==> src/common/rsse_pkg.sv <==
/*
  Package for the rotate, subtract-with-borrow and decrement-skip
  execution block: register offsets, field positions, reset values,
  operation codes, sequencer states and the status flag carrier.
  Assumes a 32-bit APB register bus with a 12-bit byte address.
*/
package rsse_pkg;

  // ---------------------------------------------------------------
  // Register byte offsets
  // ---------------------------------------------------------------
  localparam logic [11:0] OFS_CTRL     = 12'h000; // Operation issue
  localparam logic [11:0] OFS_ACC      = 12'h004; // Accumulator
  localparam logic [11:0] OFS_FLAGS    = 12'h008; // Status flags
  localparam logic [11:0] OFS_STATUS   = 12'h00c; // Sequencer state
  localparam logic [11:0] OFS_MEM_BASE = 12'h040; // Data memory window

  // ---------------------------------------------------------------
  // Field positions
  // ---------------------------------------------------------------
  localparam int CTRL_OP_LSB      = 0;
  localparam int CTRL_OP_W        = 3;
  localparam int CTRL_ADDR_LSB    = 8;
  localparam int STAT_BUSY_BIT    = 0;
  localparam int STAT_SKIP_BIT    = 1;
  localparam int STAT_CYC_LSB     = 8;
  localparam int FLAGS_W          = 6;
  localparam int DATA_W           = 8;

  // ---------------------------------------------------------------
  // Reset values
  // ---------------------------------------------------------------
  localparam logic [7:0] ACC_RST   = 8'h00;
  localparam logic [5:0] FLAGS_RST = 6'h00;

  // ---------------------------------------------------------------
  // Operation codes and cycle counts
  // ---------------------------------------------------------------
  localparam logic [2:0] OP_ROT_MEM = 3'h0; // rotate_right_carry_mem
  localparam logic [2:0] OP_ROT_ACC = 3'h1; // rotate_right_carry_to_acc
  localparam logic [2:0] OP_SUB_ACC = 3'h2; // subtract_borrow_to_acc
  localparam logic [2:0] OP_SUB_MEM = 3'h3; // subtract_borrow_to_mem
  localparam logic [2:0] OP_DEC_SKZ = 3'h4; // decrement_skip_zero
  localparam logic [7:0] CYC_PLAIN  = 8'h01;
  localparam logic [7:0] CYC_SKIP   = 8'h02;

  // ---------------------------------------------------------------
  // Types
  // ---------------------------------------------------------------
  typedef enum logic [1:0] {ST_IDLE, ST_EXEC, ST_SKIP} rsse_state_e;

  // Carry sits in bit 0 when the struct is viewed as a vector
  typedef struct packed {
    logic ext_carry_zero_flag;
    logic ext_sign_compare_flag;
    logic aux_carry_flag;
    logic zero_flag;
    logic overflow_flag;
    logic carry_flag;
  } rsse_flags_s;

endpackage

==> src/verilog/rsse_rotate_carry.sv <==
/*
  Right rotation of one byte through the carry flag.
  Assumes a purely combinational use inside the execution block.
*/
`timescale 1ns/10ps
`default_nettype none

module rsse_rotate_carry #(
  parameter int W = 8
) (
  // Operand
  input  wire logic [W-1:0] data_in,
  input  wire logic         carry_in,
  // Result
  output logic      [W-1:0] data_out,
  output logic              carry_out
);

  // ---------------------------------------------------------------
  // Rotation
  // ---------------------------------------------------------------

  // Old carry enters the top, bit 0 leaves into carry
  assign data_out  = {carry_in, data_in[W-1:1]};
  assign carry_out = data_in[0];

endmodule
`default_nettype wire

==> src/verilog/rsse_sub_borrow.sv <==
/*
  Byte subtraction with borrow: acc - mem - not carry, and all six
  status flags that it produces. Assumes combinational use.
*/
`timescale 1ns/10ps
`default_nettype none

module rsse_sub_borrow (
  // Operands
  input  wire logic [7:0]           acc_in,
  input  wire logic [7:0]           mem_in,
  input  wire rsse_pkg::rsse_flags_s flags_in,
  // Result
  output logic      [7:0]           diff_out,
  output rsse_pkg::rsse_flags_s     flags_out
);

  logic [8:0] full;
  logic [4:0] low;
  logic       borrow_in;

  // ---------------------------------------------------------------
  // Difference and flags
  // ---------------------------------------------------------------

  // Complement of carry is the incoming borrow
  assign borrow_in = ~flags_in.carry_flag;
  assign full      = {1'b0, acc_in} - {1'b0, mem_in} - {8'h00, borrow_in};
  assign low       = {1'b0, acc_in[3:0]} - {1'b0, mem_in[3:0]} - {4'h0, borrow_in};
  assign diff_out  = full[7:0];

  // Carry low on a negative result, high on zero or positive
  assign flags_out.carry_flag            = ~full[8];
  assign flags_out.aux_carry_flag        = ~low[4];
  assign flags_out.zero_flag             = (full[7:0] == 8'h00);
  assign flags_out.overflow_flag         = (acc_in[7] ^ mem_in[7]) & (full[7] ^ acc_in[7]);
  assign flags_out.ext_sign_compare_flag = flags_out.overflow_flag ^ full[7];
  assign flags_out.ext_carry_zero_flag   = (full[7:0] == 8'h00) & flags_in.zero_flag;

endmodule
`default_nettype wire

==> src/verilog/rsse_exec.sv <==
/*
  Execution block for right rotation through carry, subtraction with
  borrow and decrement-skip-if-zero, with its own accumulator, flags
  and byte data memory, all reached over APB.
  Register map, byte addresses:
    0x000 control: op code in 2:0, memory index from bit 8; a write
          starts the operation
    0x004 accumulator in 7:0
    0x008 status flags in 5:0, carry in bit 0
    0x00c sequencer state: busy, last op skipped, cycles of last op
    0x040 plus four times i: data memory byte i
  Every access has one wait state; a refused access answers with
  pslverr and changes nothing.
  Assumes a single system clock, a synchronous active high reset and
  an APB master that holds each request until pready is seen high.
*/
// Chosen here: the address map and the APB register port.
`timescale 1ns/10ps
`default_nettype none

// Contract
// RL1: Rotate to memory shifts the byte right, old carry into bit 7, old bit 0 into carry, writes back.
// RL2: Rotate to accumulator puts the rotated byte in the accumulator and carry takes old bit 0.
// RL3: Rotate to accumulator leaves the addressed memory byte as it was.
// RL4: Subtract with borrow gives accumulator minus memory minus inverted carry into the accumulator.
// RL5: After either subtract form carry is 0 for a negative difference and 1 otherwise.
// RL6: The memory form of subtract writes the difference to the addressed byte, not the accumulator.
// RL7: Both subtract forms update overflow, zero, aux carry, carry and the two extended flags.
// RL8: Decrement-skip subtracts 1 from the byte and skips the next instruction when it reaches 0.
// RL9: A taken skip inserts a dummy cycle so the instruction lasts two instruction cycles.
// RL10: A nonzero result continues with the following instruction without a skip.
// RL11: Rotations change only carry; zero, overflow and the rest keep their values.
module rsse_exec #(
  parameter int DEPTH = 16
) (
  // Clock and reset
  input  wire logic        clk_sys_in,
  input  wire logic        srst_in,
  // APB slave
  input  wire logic        psel_in,
  input  wire logic        penable_in,
  input  wire logic        pwrite_in,
  input  wire logic [11:0] paddr_in,
  input  wire logic [31:0] pwdata_in,
  input  wire logic [3:0]  pstrb_in,
  output logic      [31:0] prdata_out,
  output logic             pready_out,
  output logic             pslverr_out,
  // Sequencer side
  output logic             exec_busy_out,
  output logic             skip_cycle_out,
  output logic      [7:0]  accumulator_out,
  output logic             carry_flag_out
);

  // ---------------------------------------------------------------
  // Local types and constants
  // ---------------------------------------------------------------
  // Index width and end of the memory window
  localparam int          ADDR_W  = (DEPTH > 1) ? $clog2(DEPTH) : 1;
  localparam logic [11:0] MEM_END = 12'(rsse_pkg::OFS_MEM_BASE + 4 * DEPTH);

  typedef struct packed {
    // Sequencer and the operation in hand
    rsse_pkg::rsse_state_e       st;
    logic [2:0]                  op;
    logic [ADDR_W-1:0]           addr;
    // Datapath state
    logic [7:0]                  acc;
    rsse_pkg::rsse_flags_s       flags;
    // Record of the last operation
    logic                        last_skip;
    logic [7:0]                  last_cycles;
    // Bus answer
    logic                        ack;
    logic                        slverr;
    logic [31:0]                 rdata;
    // Data memory, one byte per word
    logic [DEPTH-1:0][7:0]       mem;
  } rsse_core_s;

  // Registered state and its next value
  rsse_core_s            cur;
  rsse_core_s            next_cur;

  // Operand and unit results
  logic [7:0]            mem_byte;
  logic [7:0]            rot_byte;
  logic                  rot_carry;
  logic [7:0]            sub_byte;
  rsse_pkg::rsse_flags_s sub_flags;
  logic [7:0]            dec_byte;

  // Bus decode and handshake
  logic                  hit_ctrl;
  logic                  hit_acc;
  logic                  hit_flags;
  logic                  hit_status;
  logic                  hit_mem;
  logic [ADDR_W-1:0]     bus_idx;
  logic                  busy;
  logic                  op_legal;
  logic                  first_phase;
  logic                  commit_wr;
  logic [31:0]           read_word;
  logic                  access_err;

  // ---------------------------------------------------------------
  // Arithmetic units
  // ---------------------------------------------------------------

  // Byte under the current operation
  assign mem_byte = cur.mem[cur.addr];

  // Decremented byte for the skip test
  assign dec_byte = mem_byte - 8'h01;

  // Rotation through carry
  rsse_rotate_carry #(
    .W         (rsse_pkg::DATA_W)
  ) u_rotate (
    .data_in   (mem_byte),
    .carry_in  (cur.flags.carry_flag),
    .data_out  (rot_byte),
    .carry_out (rot_carry)
  );

  // Subtraction with borrow and its flags
  rsse_sub_borrow u_sub (
    .acc_in    (cur.acc),
    .mem_in    (mem_byte),
    .flags_in  (cur.flags),
    .diff_out  (sub_byte),
    .flags_out (sub_flags)
  );

  // ---------------------------------------------------------------
  // Address decode
  // ---------------------------------------------------------------

  // Register and memory window hits
  assign hit_ctrl   = (paddr_in == rsse_pkg::OFS_CTRL);
  assign hit_acc    = (paddr_in == rsse_pkg::OFS_ACC);
  assign hit_flags  = (paddr_in == rsse_pkg::OFS_FLAGS);
  assign hit_status = (paddr_in == rsse_pkg::OFS_STATUS);
  assign hit_mem    = (paddr_in >= rsse_pkg::OFS_MEM_BASE) && (paddr_in < MEM_END)
                      && (paddr_in[1:0] == 2'b00);

  // Word index into the memory window
  assign bus_idx    = paddr_in[ADDR_W+1:2];

  // Any state but idle counts as busy
  assign busy     = (cur.st != rsse_pkg::ST_IDLE);

  // Codes above the last defined one are refused
  assign op_legal = (pwdata_in[rsse_pkg::CTRL_OP_LSB +: rsse_pkg::CTRL_OP_W]
                     <= rsse_pkg::OP_DEC_SKZ);

  // First access cycle samples; the next one completes
  assign first_phase = psel_in && penable_in && !cur.ack;
  assign commit_wr   = psel_in && penable_in && cur.ack && pwrite_in
                       && !cur.slverr && pstrb_in[0];

  // Read data for the addressed word
  always_comb begin
    read_word = 32'h0000_0000;
    if (hit_ctrl) begin
      read_word[rsse_pkg::CTRL_OP_LSB +: rsse_pkg::CTRL_OP_W] = cur.op;
      read_word[rsse_pkg::CTRL_ADDR_LSB +: ADDR_W]            = cur.addr;
    end else if (hit_acc) begin
      read_word[7:0] = cur.acc;
    end else if (hit_flags) begin
      read_word[rsse_pkg::FLAGS_W-1:0] = cur.flags;
    end else if (hit_status) begin
      read_word[rsse_pkg::STAT_BUSY_BIT]    = busy;
      read_word[rsse_pkg::STAT_SKIP_BIT]    = cur.last_skip;
      read_word[rsse_pkg::STAT_CYC_LSB +: 8] = cur.last_cycles;
    end else if (hit_mem) begin
      read_word[7:0] = cur.mem[bus_idx];
    end
  end

  // Unmapped, bad opcode, or a write that would race execution
  always_comb begin
    access_err = 1'b0;
    if (!(hit_ctrl || hit_acc || hit_flags || hit_status || hit_mem)) begin
      // Unmapped or misaligned
      access_err = 1'b1;
    end else if (pwrite_in && busy && !hit_status) begin
      // Only the state word may be written while busy
      access_err = 1'b1;
    end else if (pwrite_in && hit_ctrl && !op_legal) begin
      // Undefined op code
      access_err = 1'b1;
    end
  end

  // ---------------------------------------------------------------
  // Next state
  // ---------------------------------------------------------------

  // Bus handshake, register writes and the execution sequencer
  always_comb begin
    next_cur = cur;

    // APB: one wait state, read data captured in flops
    if (first_phase) begin
      // Latch the answer for the second access cycle
      next_cur.ack    = 1'b1;
      next_cur.rdata  = read_word;
      next_cur.slverr = access_err;
    end else begin
      // Answer stands for one cycle only
      next_cur.ack    = 1'b0;
      next_cur.slverr = 1'b0;
    end

    // Register writes land on the completing edge
    if (commit_wr) begin
      if (hit_ctrl) begin
        // Control write launches the operation
        next_cur.op   = pwdata_in[rsse_pkg::CTRL_OP_LSB +: rsse_pkg::CTRL_OP_W];
        next_cur.addr = pwdata_in[rsse_pkg::CTRL_ADDR_LSB +: ADDR_W];
        next_cur.st   = rsse_pkg::ST_EXEC;
      end else if (hit_acc) begin
        // Software preset of the accumulator
        next_cur.acc = pwdata_in[7:0];
      end else if (hit_flags) begin
        // Software may preset any flag
        next_cur.flags = rsse_pkg::rsse_flags_s'(pwdata_in[rsse_pkg::FLAGS_W-1:0]);
      end else if (hit_mem) begin
        // Byte lane 0 carries the data
        next_cur.mem[bus_idx] = pwdata_in[7:0];
      end
    end

    // Execution sequencer: one cycle, or two on a skip
    unique case (cur.st)
      rsse_pkg::ST_IDLE: begin
        // Wait for a control write
      end

      rsse_pkg::ST_EXEC: begin
        next_cur.st          = rsse_pkg::ST_IDLE;
        next_cur.last_skip   = 1'b0;
        next_cur.last_cycles = rsse_pkg::CYC_PLAIN;
        unique case (cur.op)
          rsse_pkg::OP_ROT_MEM: begin
            // RL1: rotate back to memory
            next_cur.mem[cur.addr] = rot_byte;
            // RL11: only carry changes
            next_cur.flags.carry_flag = rot_carry;
          end
          rsse_pkg::OP_ROT_ACC: begin
            // RL2: rotate into accumulator
            next_cur.acc = rot_byte;
            next_cur.flags.carry_flag = rot_carry;
            // RL3: memory byte untouched
            next_cur.mem[cur.addr] = mem_byte;
          end
          rsse_pkg::OP_SUB_ACC: begin
            // RL4: difference to accumulator
            next_cur.acc = sub_byte;
            // RL5: carry from sign of result
            // RL7: all six flags updated
            next_cur.flags = sub_flags;
          end
          rsse_pkg::OP_SUB_MEM: begin
            // RL6: difference to memory
            next_cur.mem[cur.addr] = sub_byte;
            // RL7: all six flags updated
            next_cur.flags = sub_flags;
          end
          rsse_pkg::OP_DEC_SKZ: begin
            // RL8: decrement byte in place
            next_cur.mem[cur.addr] = dec_byte;
            if (dec_byte == 8'h00) begin
              // RL9: dummy cycle on skip
              next_cur.st          = rsse_pkg::ST_SKIP;
              next_cur.last_skip   = 1'b1;
              next_cur.last_cycles = rsse_pkg::CYC_SKIP;
            end
            // RL10: nonzero falls through to idle
          end
          default: begin
            // Refused codes never get here
            next_cur.last_cycles = 8'h00;
          end
        endcase
      end

      rsse_pkg::ST_SKIP: begin
        // RL9: second cycle ends the instruction
        next_cur.st = rsse_pkg::ST_IDLE;
      end

      default: begin
        // Unused state code returns to idle
        next_cur.st = rsse_pkg::ST_IDLE;
      end
    endcase
  end

  // ---------------------------------------------------------------
  // State register
  // ---------------------------------------------------------------

  // Synchronous reset to constants
  always_ff @(posedge clk_sys_in) begin
    if (srst_in) begin
      cur.st          <= rsse_pkg::ST_IDLE;
      cur.op          <= 3'h0;
      cur.addr        <= '0;
      cur.acc         <= rsse_pkg::ACC_RST;
      cur.flags       <= rsse_pkg::rsse_flags_s'(rsse_pkg::FLAGS_RST);
      cur.last_skip   <= 1'b0;
      cur.last_cycles <= 8'h00;
      cur.ack         <= 1'b0;
      cur.slverr      <= 1'b0;
      cur.rdata       <= 32'h0000_0000;
      cur.mem         <= '0;
    end else begin
      cur <= next_cur;
    end
  end

  // ---------------------------------------------------------------
  // Outputs
  // ---------------------------------------------------------------

  // Bus answer, standing for one cycle
  assign prdata_out      = cur.rdata;
  assign pready_out      = cur.ack;
  assign pslverr_out     = cur.ack & cur.slverr;

  // Sequencer view
  assign exec_busy_out   = busy;
  assign skip_cycle_out  = (cur.st == rsse_pkg::ST_SKIP);
  assign accumulator_out = cur.acc;
  assign carry_flag_out  = cur.flags.carry_flag;

endmodule
`default_nettype wire

==> config.mk <==
export PLATFORM = sky130hd
export DESIGN_NAME = rsse_exec
export DESIGN_NICKNAME = d
export VERILOG_FILES = /design/src/common/rsse_pkg.sv /design/src/verilog/rsse_rotate_carry.sv /design/src/verilog/rsse_sub_borrow.sv /design/src/verilog/rsse_exec.sv
export SDC_FILE = /design/constraint.sdc
export NUM_CORES = 1
export LEC_CHECK = 0
export ABC_CLOCK_PERIOD_IN_PS = 8080
export CORE_MARGIN = 2
export CORE_UTILIZATION = 40
export DETAILED_ROUTE_END_ITERATION = 16
export DONT_BUFFER_PORTS = 1
export GPL_ROUTABILITY_DRIVEN = 0
export PLACE_DENSITY_LB_ADDON = 0.08
export RECOVER_POWER = 50
export SYNTH_ARGS = -nofsm -noshare
export SYNTH_HDL_FRONTEND = slang
export SYNTH_SLANG_ARGS = --single-unit
==> constraint.sdc <==
create_clock -name clk_sys_in -period 8.08 [get_ports clk_sys_in]
set_clock_uncertainty 0.1 [all_clocks]
set_input_delay 0.404 -clock clk_sys_in [delete_from_list [all_inputs] [get_ports clk_sys_in]]
set_output_delay 0.404 -clock clk_sys_in [all_outputs]
set_load 0.02 [all_outputs]
==> qor.csv, run 1 <==
metric,value,unit
die_h,187,µm
synth_cells,1596,
setup_tns,0,ps
drive_gt1_frac,0.148,
antenna_cells,0,
synth.area.top_cells,"dfxtp_1 25%, mux4_2 12%, mux2i_1 10%",
drt-wirelength-per-cell,32.0,µm
cp_top_family,buffers and inverters,
rsz0062_at_grt,false,
power_density,123,mW/mm²
cts_max_level,4,
area_delta_synth_final,4.61,%
antenna_found_initial,0,
path_cells,"buf_4, mux4_2, mux2i_1, mux2_1, clkbuf_1, nand3_1, xnor2_1, nor4_1",
slew_viol_final,38,
fmax,151,MHz
grt_pass1_wl,89.5,mm
setup_viol,0,
drt_first_pass_iters,5,
core-area,0.0333,mm²
cts-buffers-inserted,17,
synth_largest_area_cell,dfxtp_1,
vias_per_cell,6.84,
ys.warnings.count,0,
ys_seq_elements,168,
worstMarginPinSlew,2040,ps
die_area,0.0350,mm²
async_flop_share,0,
wirelength,62.0,mm
finalHoldViolCount,0,
grt_pass1_vias,12400,
max_cap_violations,1,
hold_class,primary input to flop,
wl_met1,26.0,mm
vias,13200,
arrival,6790,ps
synth_edf_count,0,
endpoint_kind,flop,
synth-seq-area-share,0.251,
crit_path_start_kind,flop,
rows,67,
period_share,0.820,
power_leakage,5.02,nW
grt-ovfl-total,0,
critPathMaxFanout,37,
final_cell_mix,"254 x a21oi_1, 167 x dfxtp_1, 139 x mux2i_1, 109 x nor2_1, 107 x nand2_1",
clockBufferDepth,2,
nets,1548,
worstPathRequired,8240,ps
n_fill_cell,3403,
root_buffer,clkbuf_16,
cp_slowest_cell,clkbuf_1,
ctsResizeCount,0,
violations,"max-capacitance violations, max-slew violations",
critical_path_class,flop to flop,
start_util,0.403,
grt_usage,0.351,
drc,0,
portBuffers,0,
drt-initial-drc-count,1691,
worstSkewPairLatency,470,ps
ir_worst_vdd,0.155,mV
cts.sinks,168,
final_util,0.421,
path_clk_slew,80,ps
maxUsedRoutingLayer,met4,
ys.flop_type,dfxtp_1,
final_common_cell,a21oi_1,
maxSlewHeadroom,-0.359,
critPathBufInv,2,
status,"complete, but fails checks",
routed-wl-met3,6.89,mm
die_w,187,µm
yosysUniqueCellTypes,69,
synth_top_area_share,0.251,
avgSynthCellArea,8.40,µm²
detail-route-antenna-nets,0,
synth_area,0.0134,mm²
max_stage_delay,1500,ps
fin_crit,6630,ps
io_pins,98,
route.met2.wl,26.3,mm
grt_max_degree,153,
cts_tree,yes,
hpwl,40.0,mm
worst paths after layout:
check,startpoint,to,slack (ps),cells past startpoint
max reg2reg,cur[186]$_SDFFE_PP0P_,cur[193]$_SDFFE_PP0P_,1450,8
min,pwdata_in[8],cur[185]$_SDFFE_PP0P_,7,2
max,cur[186]$_SDFFE_PP0P_,cur[193]$_SDFFE_PP0P_,1450,8
min reg2reg,cur[170]$_SDFFE_PP0P_,cur[170]$_SDFFE_PP0P_,360,1
power breakdown:
part           switching, mW  internal, mW
registers            0.00440         0.830
clock network          0.403         0.437
logic                 0.0344        0.0161
sequential cells by signal, indices dropped and copies added, names as in the netlist:
name / count
cur: 146
accumulator_out: 8
carry_flag_out: 1
pready_out: 1
prdata_out: 12
kinds of logic (layout without fill, tap and decap cells):
kind of cell	after synthesis	count (layout)	synth area share
AO/OA/AOI/OAI	529	529	0.262
XOR/XNOR	15	15	0.0104
adder cells (fa/ha/maj)	18	18	0.0179
buffers and inverters	240	115	0.0842
flip-flops	168	168	0.251
multiplexers	217	217	0.231
other	1	20	0.000280
AND/OR/NAND/NOR	408	408	0.144
layout make-up:
| class | count | area, µm² | area share |
|---|---|---|---|
| multi-input cells | 1207 | 9020 | 0.643 |
| flip-flops and latches | 168 | 3360 | 0.240 |
| well taps | 448 | 561 | 0.0400 |
| clock buffers | 20 | 447 | 0.0319 |
| repair buffers | 49 | 387 | 0.0276 |
| inverters | 34 | 128 | 0.00910 |
| clock inverters | 12 | 119 | 0.00848 |
per-stage QoR:
step	instance area (µm²)	hold slack (ps)	worst slack (ps)	std cells	power [mW]
6_report	14000	6.66	1450	1938	1.72
5_1_grt	14000	7.68	1210	1938	1.77
4_1_cts	14100	2.24	2400	1938	1.73
3_5_place_dp	13500	348	2450	1901	0.885
3_3_place_gp	13500	340	2460	1901	0.885
2_1_floorplan	13500	327	3420	1615	0.923
cells in the mapped netlist, drive strengths merged, types with 10 or more instances:
master,number
clkbuf,123
inv,33
nand2,108
buf,83
nand3,30
nor3,83
a21oi,258
a21o,10
mux4,73
xnor2,10
o21ai,69
mux2i,139
nor2b,10
nand2b,10
a211oi,25
a221oi,103
nor2,127
ha,16
dfxtp,168
metal layers:
| layer | track usage | up-vias |
|---|---|---|
| met3 | 0.0942 | 146 |
| li1 | - | 5759 |
| met5 | 0 | - |
| met1 | 0.485 | 6494 |
| met2 | 0.513 | 848 |
| met4 | 0.156 | 0 |
timing repair:
item	in CTS	in global routing
buffers inserted	0	0
hold buffers	5	0
hold endpoints to repair	152	0
Power figures use the tool's default switching activity.
==> run 2: changes to the inputs <==
--- a/config.mk
+++ b/config.mk
@@ -5,7 +5,7 @@
 export SDC_FILE = /design/constraint.sdc
 export NUM_CORES = 1
 export LEC_CHECK = 0
-export ABC_CLOCK_PERIOD_IN_PS = 8080
+export ABC_CLOCK_PERIOD_IN_PS = 5950
 export CORE_MARGIN = 2
 export CORE_UTILIZATION = 40
 export DETAILED_ROUTE_END_ITERATION = 16
==> constraint.sdc (replaced) <==
create_clock -name clk_sys_in -period 5.95 [get_ports clk_sys_in]
set_clock_uncertainty 0.1 [all_clocks]
set_input_delay 0.2975 -clock clk_sys_in [delete_from_list [all_inputs] [get_ports clk_sys_in]]
set_output_delay 0.2975 -clock clk_sys_in [all_outputs]
set_load 0.02 [all_outputs]
==> run 2 against run 1 <==
The flow now finishes without violations. Via count increased by 2.0%. Highest routed layer unchanged. Core utilization increased by 1.0 points. Clock-buffer cell count decreased by 2. Critical endpoint is now cur[37]$_SDFF_PP0_. Combinational power increased by 78%. Worst hold slack improved by 3.5 ps. Flip-flop and latch count unchanged.
==> qor.csv, run 2 (synthesis results as in run 1) <==
metric,value,unit,change
status,"complete, no violations",,
drt-wirelength-per-cell,32.0,µm,+0.12%
io_pins,98,,unchanged
critPathBufInv,4,,+2
grt_pass1_vias,12600,,+2.2%
nets,1571,,+1.5%
wirelength,62.8,mm,+1.3%
max_cap_violations,0,,-1
ctsResizeCount,0,,unchanged
portBuffers,0,,unchanged
worstSkewPairLatency,470,ps,about the same
start_util,0.403,,unchanged
fin_crit,5320,ps,-1310 ps
path_clk_slew,80,ps,about the same
die_h,187,µm,unchanged
cp_top_family,buffers and inverters,,
worstMarginPinSlew,1270,ps,-770 ps
cts_max_level,4,,unchanged
largest-register,cur,,
cp_slowest_cell,clkbuf_1,,
setup_tns,0,ps,unchanged
critPathLaunch,cur[186]$_SDFFE_PP0P_,,
ir_worst_vdd,0.228,mV,+47%
path_cells,"buf_12, mux4_2, mux2i_1, mux2_1, inv_1, ha_1, inv_1, ha_1, nor3_1, a211oi_1, xnor2_1, clkbuf_1, o21ai_0, a21o_1, a21oi_1, a221oi_1",,
cts.sinks,168,,unchanged
die_w,187,µm,unchanged
endpoint_kind,flop,,
vias,13500,,+2.0%
finalHoldViolCount,0,,unchanged
critPathMaxFanout,28,,-24%
crit_path_start_kind,flop,,
rr_startpoint,cur[186]$_SDFFE_PP0P_,,
max_stage_delay,900,ps,-600 ps
drt_first_pass_iters,5,,unchanged
cts_tree,yes,,
cts-buffers-inserted,17,,unchanged
maxSlewHeadroom,0.152,,+0.510
drt-initial-drc-count,1682,,-0.53%
largest_reg_flops,146,,unchanged
hpwl,40.5,mm,+1.2%
worstPathRequired,6150,ps,-2090 ps
hold_class,primary input to flop,,
core-area,0.0333,mm²,unchanged
area_delta_synth_final,7.18,%,
critical_path_class,flop to flop,,
die_area,0.0350,mm²,unchanged
clockBufferDepth,2,,unchanged
drc,0,,unchanged
arrival,5520,ps,-1270 ps
holdBufCountCts,17,,+12
vias_per_cell,6.89,,+0.84%
detail-route-antenna-nets,0,,unchanged
rsz0062_at_grt,false,,
r2r_cells,16,,+8
min-delay-start,pwdata_in[6],,
grt_max_degree,167,,+9.2%
power.total,2.51,mW,+46%
final_common_cell,a21oi_1,,
setup_viol,0,,unchanged
power_leakage,5.17,nW,+2.9%
final_cell_mix,"254 x a21oi_1, 166 x dfxtp_1, 139 x mux2i_1, 111 x nor2_1, 107 x nand2_1",,
grt-ovfl-total,0,,unchanged
antenna_found_initial,0,,unchanged
postCtsSetupRepairBufs,0,,unchanged
period_share,0.894,,+0.0737
grt_usage,0.355,,+0.00442
grt_pass1_wl,91.1,mm,+1.8%
holdPathStages,2,,unchanged
fmax,188,MHz,+25%
rows,67,,unchanged
reg2reg_slack,630,ps,-820 ps
slew_viol_final,0,,-100%
drive_gt1_frac,0.159,,+0.0110
power_density,175,mW/mm²,+42%
antenna_cells,0,,unchanged
root_buffer,clkbuf_16,,
worstHoldEndpoint,cur[110]$_SDFF_PP0_,,
regToRegEndpoint,cur[37]$_SDFF_PP0_,,
run 2: cell types whose count changed in the layout (fill, tap and decap cells not counted), sizes merged:
| cell | change |
|---|---|
| buf | +11 |
| bufinv | +3 |
| clkbuf | -2 |
| clkinv | -2 |
| clkinvlp | -2 |
| dlygate4sd3 | +12 |
| inv | +3 |
run 2: worst register-to-register path, delay by kind of cell (launching register included):
family	cells	cell delay (ps)
mux	3	1040
simple gates	1	60
buf+inv	4	1350
xor+xnor	1	170
compound gates	5	1060
flops	1	790
fa+ha+maj	2	590
run 2: how the worst max path moves through the flow:
stage                                     to  slack, ps  cells past startpoint
after floorplan           cur[47]$_SDFF_PP0_       1290                     19
after global placement    cur[36]$_SDFF_PP0_       1030                     13
after detailed placement  cur[36]$_SDFF_PP0_       1020                     13
after CTS                 cur[36]$_SDFF_PP0_       1000                     13
after global routing      cur[37]$_SDFF_PP0_        450                     16
final                     cur[37]$_SDFF_PP0_        630                     16
run 2: layout make-up:
type,instances,area (µm²)
repair buffers,72,602
fillers,3386,18900
flip-flops and latches,168,3370
clock buffers,18,439
inverters,34,128
clock inverters,14,209
well taps,448,561
multi-input cells,1207,9060
run 2: power by group:
group	switching, mW	internal (mW)
Combinational	0.0626	0.0271
Clock	0.563	0.726
Sequential	0.00608	1.13
run 2: per-stage QoR:
stage	hold slack (ps)	cell area, µm²	cells	setup WS, ps	util
finish	10.2	14400	1961	631	0.432
global route	9.60	14400	1961	452	0.432
CTS	0.577	14400	1961	998	0.432
detailed placement	279	13500	1912	1020	0.407
global placement	282	13500	1912	1030	0.407
floorplan	327	13500	1615	1290	-
run 2: layer usage:
metal  part of all wire  track usage  up-vias
met3              0.096       0.0675      161
met1               0.42        0.490     6689
met5                  0            0        -
met2               0.43        0.529      841
met4              0.054        0.183        0
li1                   -            -     5826
==> run 3: changes to the inputs <==
--- a/config.mk
+++ b/config.mk
@@ -5,6 +5,7 @@
 export SDC_FILE = /design/constraint.sdc
 export NUM_CORES = 1
 export LEC_CHECK = 0
+export ABC_AREA = 1
 export ABC_CLOCK_PERIOD_IN_PS = 5950
 export CORE_MARGIN = 2
 export CORE_UTILIZATION = 40
==> run 3 against run 2 <==
The run now ends with max-capacitance violations, max-slew violations left. Setup slack got worse by 69 ps. Maximum frequency is 1.3% lower. Cell count grew 54%. Critical endpoint is now cur[28]$_SDFF_PP0_. Largest power group unchanged. Highest routed layer is now met5.
==> qor.csv, run 3 <==
metric,value,unit,change
status,"complete, but fails checks",,
violations,"max-capacitance violations, max-slew violations",,
worstHoldEndpoint,cur[78]$_SDFF_PP0_,,
die_w,198,µm,+5.8%
clockBufferDepth,2,,unchanged
max_stage_delay,970,ps,+70 ps
die_h,198,µm,+5.8%
drt_first_pass_iters,6,,+1
async_flop_share,0,,unchanged
arrival,5640,ps,+120 ps
rr_startpoint,cur[185]$_SDFFE_PP0P_,,
worstSkewPairLatency,490,ps,+20 ps
worstPathRequired,6200,ps,+50 ps
final_cell_mix,"708 x nand2_1, 295 x a21oi_1, 289 x nor2_1, 274 x o21ai_0, 244 x inv_1",,
drt-wirelength-per-cell,27.3,µm,-15%
portBuffers,0,,unchanged
largest-register,cur,,
start_util,0.409,,+0.00574
wirelength,82.3,mm,+31%
rows,70,,+4.5%
hold_class,primary input to flop,,
cts.sinks,168,,unchanged
maxSlewHeadroom,-0.209,,-0.360
slew_viol_final,39,,+39
regToRegEndpoint,cur[28]$_SDFF_PP0_,,
fin_crit,5390,ps,+69.3 ps
path_cells,"inv_4, clkbuf_1, nand2_1, nand2_1, nand2_1, nand2_1, nand2_1, nand2_1, nor2_1, ha_1, inv_1, ha_1, nand2_1, nand2_1, xnor2_2, buf_4, a21oi_1, nor4_1, a21oi_1",,
power_density,164,mW/mm²,-6.1%
rsz0062_at_grt,false,,
antenna_found_initial,6,,+6
synth_most_common_cell,nand2_1,,
die_area,0.0391,mm²,+12%
reg2reg_slack,560,ps,-70 ps
multi_input_area,0.00974,mm²,+7.5%
avgSynthCellArea,5.73,µm²,-32%
synth-seq-area-share,0.224,,-0.0271
finalHoldViolCount,0,,unchanged
n_fill_cell,4059,,+20%
setup_tns,0,ps,unchanged
drt-initial-drc-count,2919,,+74%
critPathMaxFanout,18,,-36%
power_leakage,6.53,nW,+26%
largest_reg_flops,146,,unchanged
fmax,186,MHz,-1.3%
detail-route-antenna-nets,0,,unchanged
layoutNonFillerInstCount,3017,,+54%
cts_max_level,4,,unchanged
max_cap_violations,2,,+2
worstMarginPinSlew,1810,ps,+545 ps
synth_largest_area_cell,dfxtp_1,,
crit_path_start_kind,flop,,
setup_viol,0,,unchanged
dp.cells,2964,,+55%
cts_tree,yes,,
clock_power_share,0.493,,-0.020
holdPathStages,4,,+2
grt_max_degree,79,,-53%
grt_pass1_vias,17200,,+36%
yosysUniqueCellTypes,55,,-20%
grt_usage,0.416,,+0.0608
cp_slowest_cell,clkbuf_1,,
area_delta_synth_final,5.72,%,
hpwl,54.7,mm,+35%
power_frac_seq,0.434,,-0.017
vias,19200,,+42%
ir_worst_vdd,0.247,mV,+8.5%
swShare,0.282,,+0.0309
vias_per_cell,6.38,,-7.4%
io_pins,98,,unchanged
synth_edf_count,0,,unchanged
cts-buffers-inserted,17,,unchanged
nets,2602,,+66%
r2r_cells,19,,+3
path_clk_slew,80,ps,about the same
synth_area,0.0150,mm²,+12%
critical_path_class,flop to flop,,
grt-ovfl-total,0,,unchanged
crit_top_cell,nand2_1,,
grt_pass1_wl,117,mm,+28%
synth_common_cells,"707 x nand2_1, 295 x a21oi_1, 291 x nor2_1",,
switchingPower,0.736,mW,+17%
core-area,0.0368,mm²,+11%
p_int,1.87,mW,-0.47%
min-delay-start,pwdata_in[6],,
period_share,0.906,,+0.0117
ys.flop_type,dfxtp_1,,
final_common_cell,nand2_1,,
synth.area.top_cells,"dfxtp_1 22%, nand2_1 18%, a21oi_1 9.8%",,
regArea,0.00336,mm²,about the same
endpoint_kind,flop,,
root_buffer,clkbuf_16,,
synth_cells,2621,,+64%
ys.warnings.count,0,,unchanged
power.total,2.61,mW,+3.8%
final_util,0.432,,about the same
pwr-share-comb,0.073,,+0.037
drive_gt1_frac,0.0645,,-0.0942
drc,0,,unchanged
synth_top_area_share,0.224,,-0.0271
ys_seq_elements,168,,unchanged
[run 3: cell type report]
class,instances,share of cell area
sequential,168,0.212
timing repair buffer,63,0.0326
clock inverter,13,0.0122
tap,468,0.0369
inverter,275,0.0652
multi-input combinational,2006,0.613
antenna,5,0.000788
clock buffer,19,0.0273
[run 3: worst max-delay path, delay by kind of cell, from the launching register on]
kind | cells | cell delay, ps
adders and majority gates | 2 | 630
xor gates and xnor gates | 1 | 790
AOI/OAI and AO/OA | 2 | 210
buffers and inverters | 4 | 1650
DFF | 1 | 450
and+or+nand+nor | 10 | 1370
[run 3: power by group through the flow]
| stage | sequential [mW] | combinational [mW] | clock, mW |
|---|---|---|---|
| floorplan | 1.15 | 0.112 | 0 |
| global placement | 1.16 | 0.148 | 0 |
| detailed placement | 1.16 | 0.148 | 0 |
| CTS | 1.13 | 0.179 | 1.28 |
| global route | 1.13 | 0.192 | 1.33 |
| finish | 1.13 | 0.191 | 1.28 |
[run 3: how the worst max path moves through the flow]
stage | from | to | slack [ps] | cells past startpoint
detailed placement | cur[185]$_SDFFE_PP0P_ | cur[118]$_SDFF_PP0_ | 1130 | 23
floorplan | cur[185]$_SDFFE_PP0P_ | cur[14]$_SDFF_PP0_ | 2300 | 23
finish | cur[185]$_SDFFE_PP0P_ | cur[28]$_SDFF_PP0_ | 560 | 19
global placement | cur[185]$_SDFFE_PP0P_ | cur[173]$_SDFF_PP0_ | 1120 | 22
global route | cur[185]$_SDFFE_PP0P_ | cur[55]$_SDFF_PP0_ | 350 | 25
CTS | cur[185]$_SDFFE_PP0P_ | cur[118]$_SDFF_PP0_ | 1100 | 23
[run 3: logic make-up after synthesis]
kind of cell / Yosys count / synth area share
DFF: 168 / 0.224
adders and majority gates: 18 / 0.0160
other: 1 / 0.000250
xor gates and xnor gates: 6 / 0.00350
buffers and inverters: 466 / 0.136
and+or+nand+nor: 1189 / 0.329
AOI/OAI and AO/OA: 773 / 0.291
[run 3: timing repair]
action / in CTS / in global routing
gates resized for setup: 0 / 0
hold buffers: 16 / 0
buffers inserted: 0 / 0
endpoints found under the hold margin: 88 / 0
[run 3: metrics by stage]
step | setup WS [ps] | area (µm²) | hold WS, ps
2_1_floorplan | 2300 | 15100 | 345
3_3_place_gp | 1120 | 15100 | 281
3_5_place_dp | 1130 | 15100 | 282
4_1_cts | 1100 | 15900 | 8.94
5_1_grt | 345 | 15900 | 31.1
6_report | 562 | 15900 | 23.1
[run 3: routing by layer]
layer	share of wire	global-route usage	vias to the layer above	wire [µm]
li1	-	-	8506	-
met1	0.37	0.526	8779	30800
met2	0.40	0.590	1574	33000
met3	0.15	0.128	384	12000
met4	0.078	0.313	6	6460
met5	0.00067	0	-	55
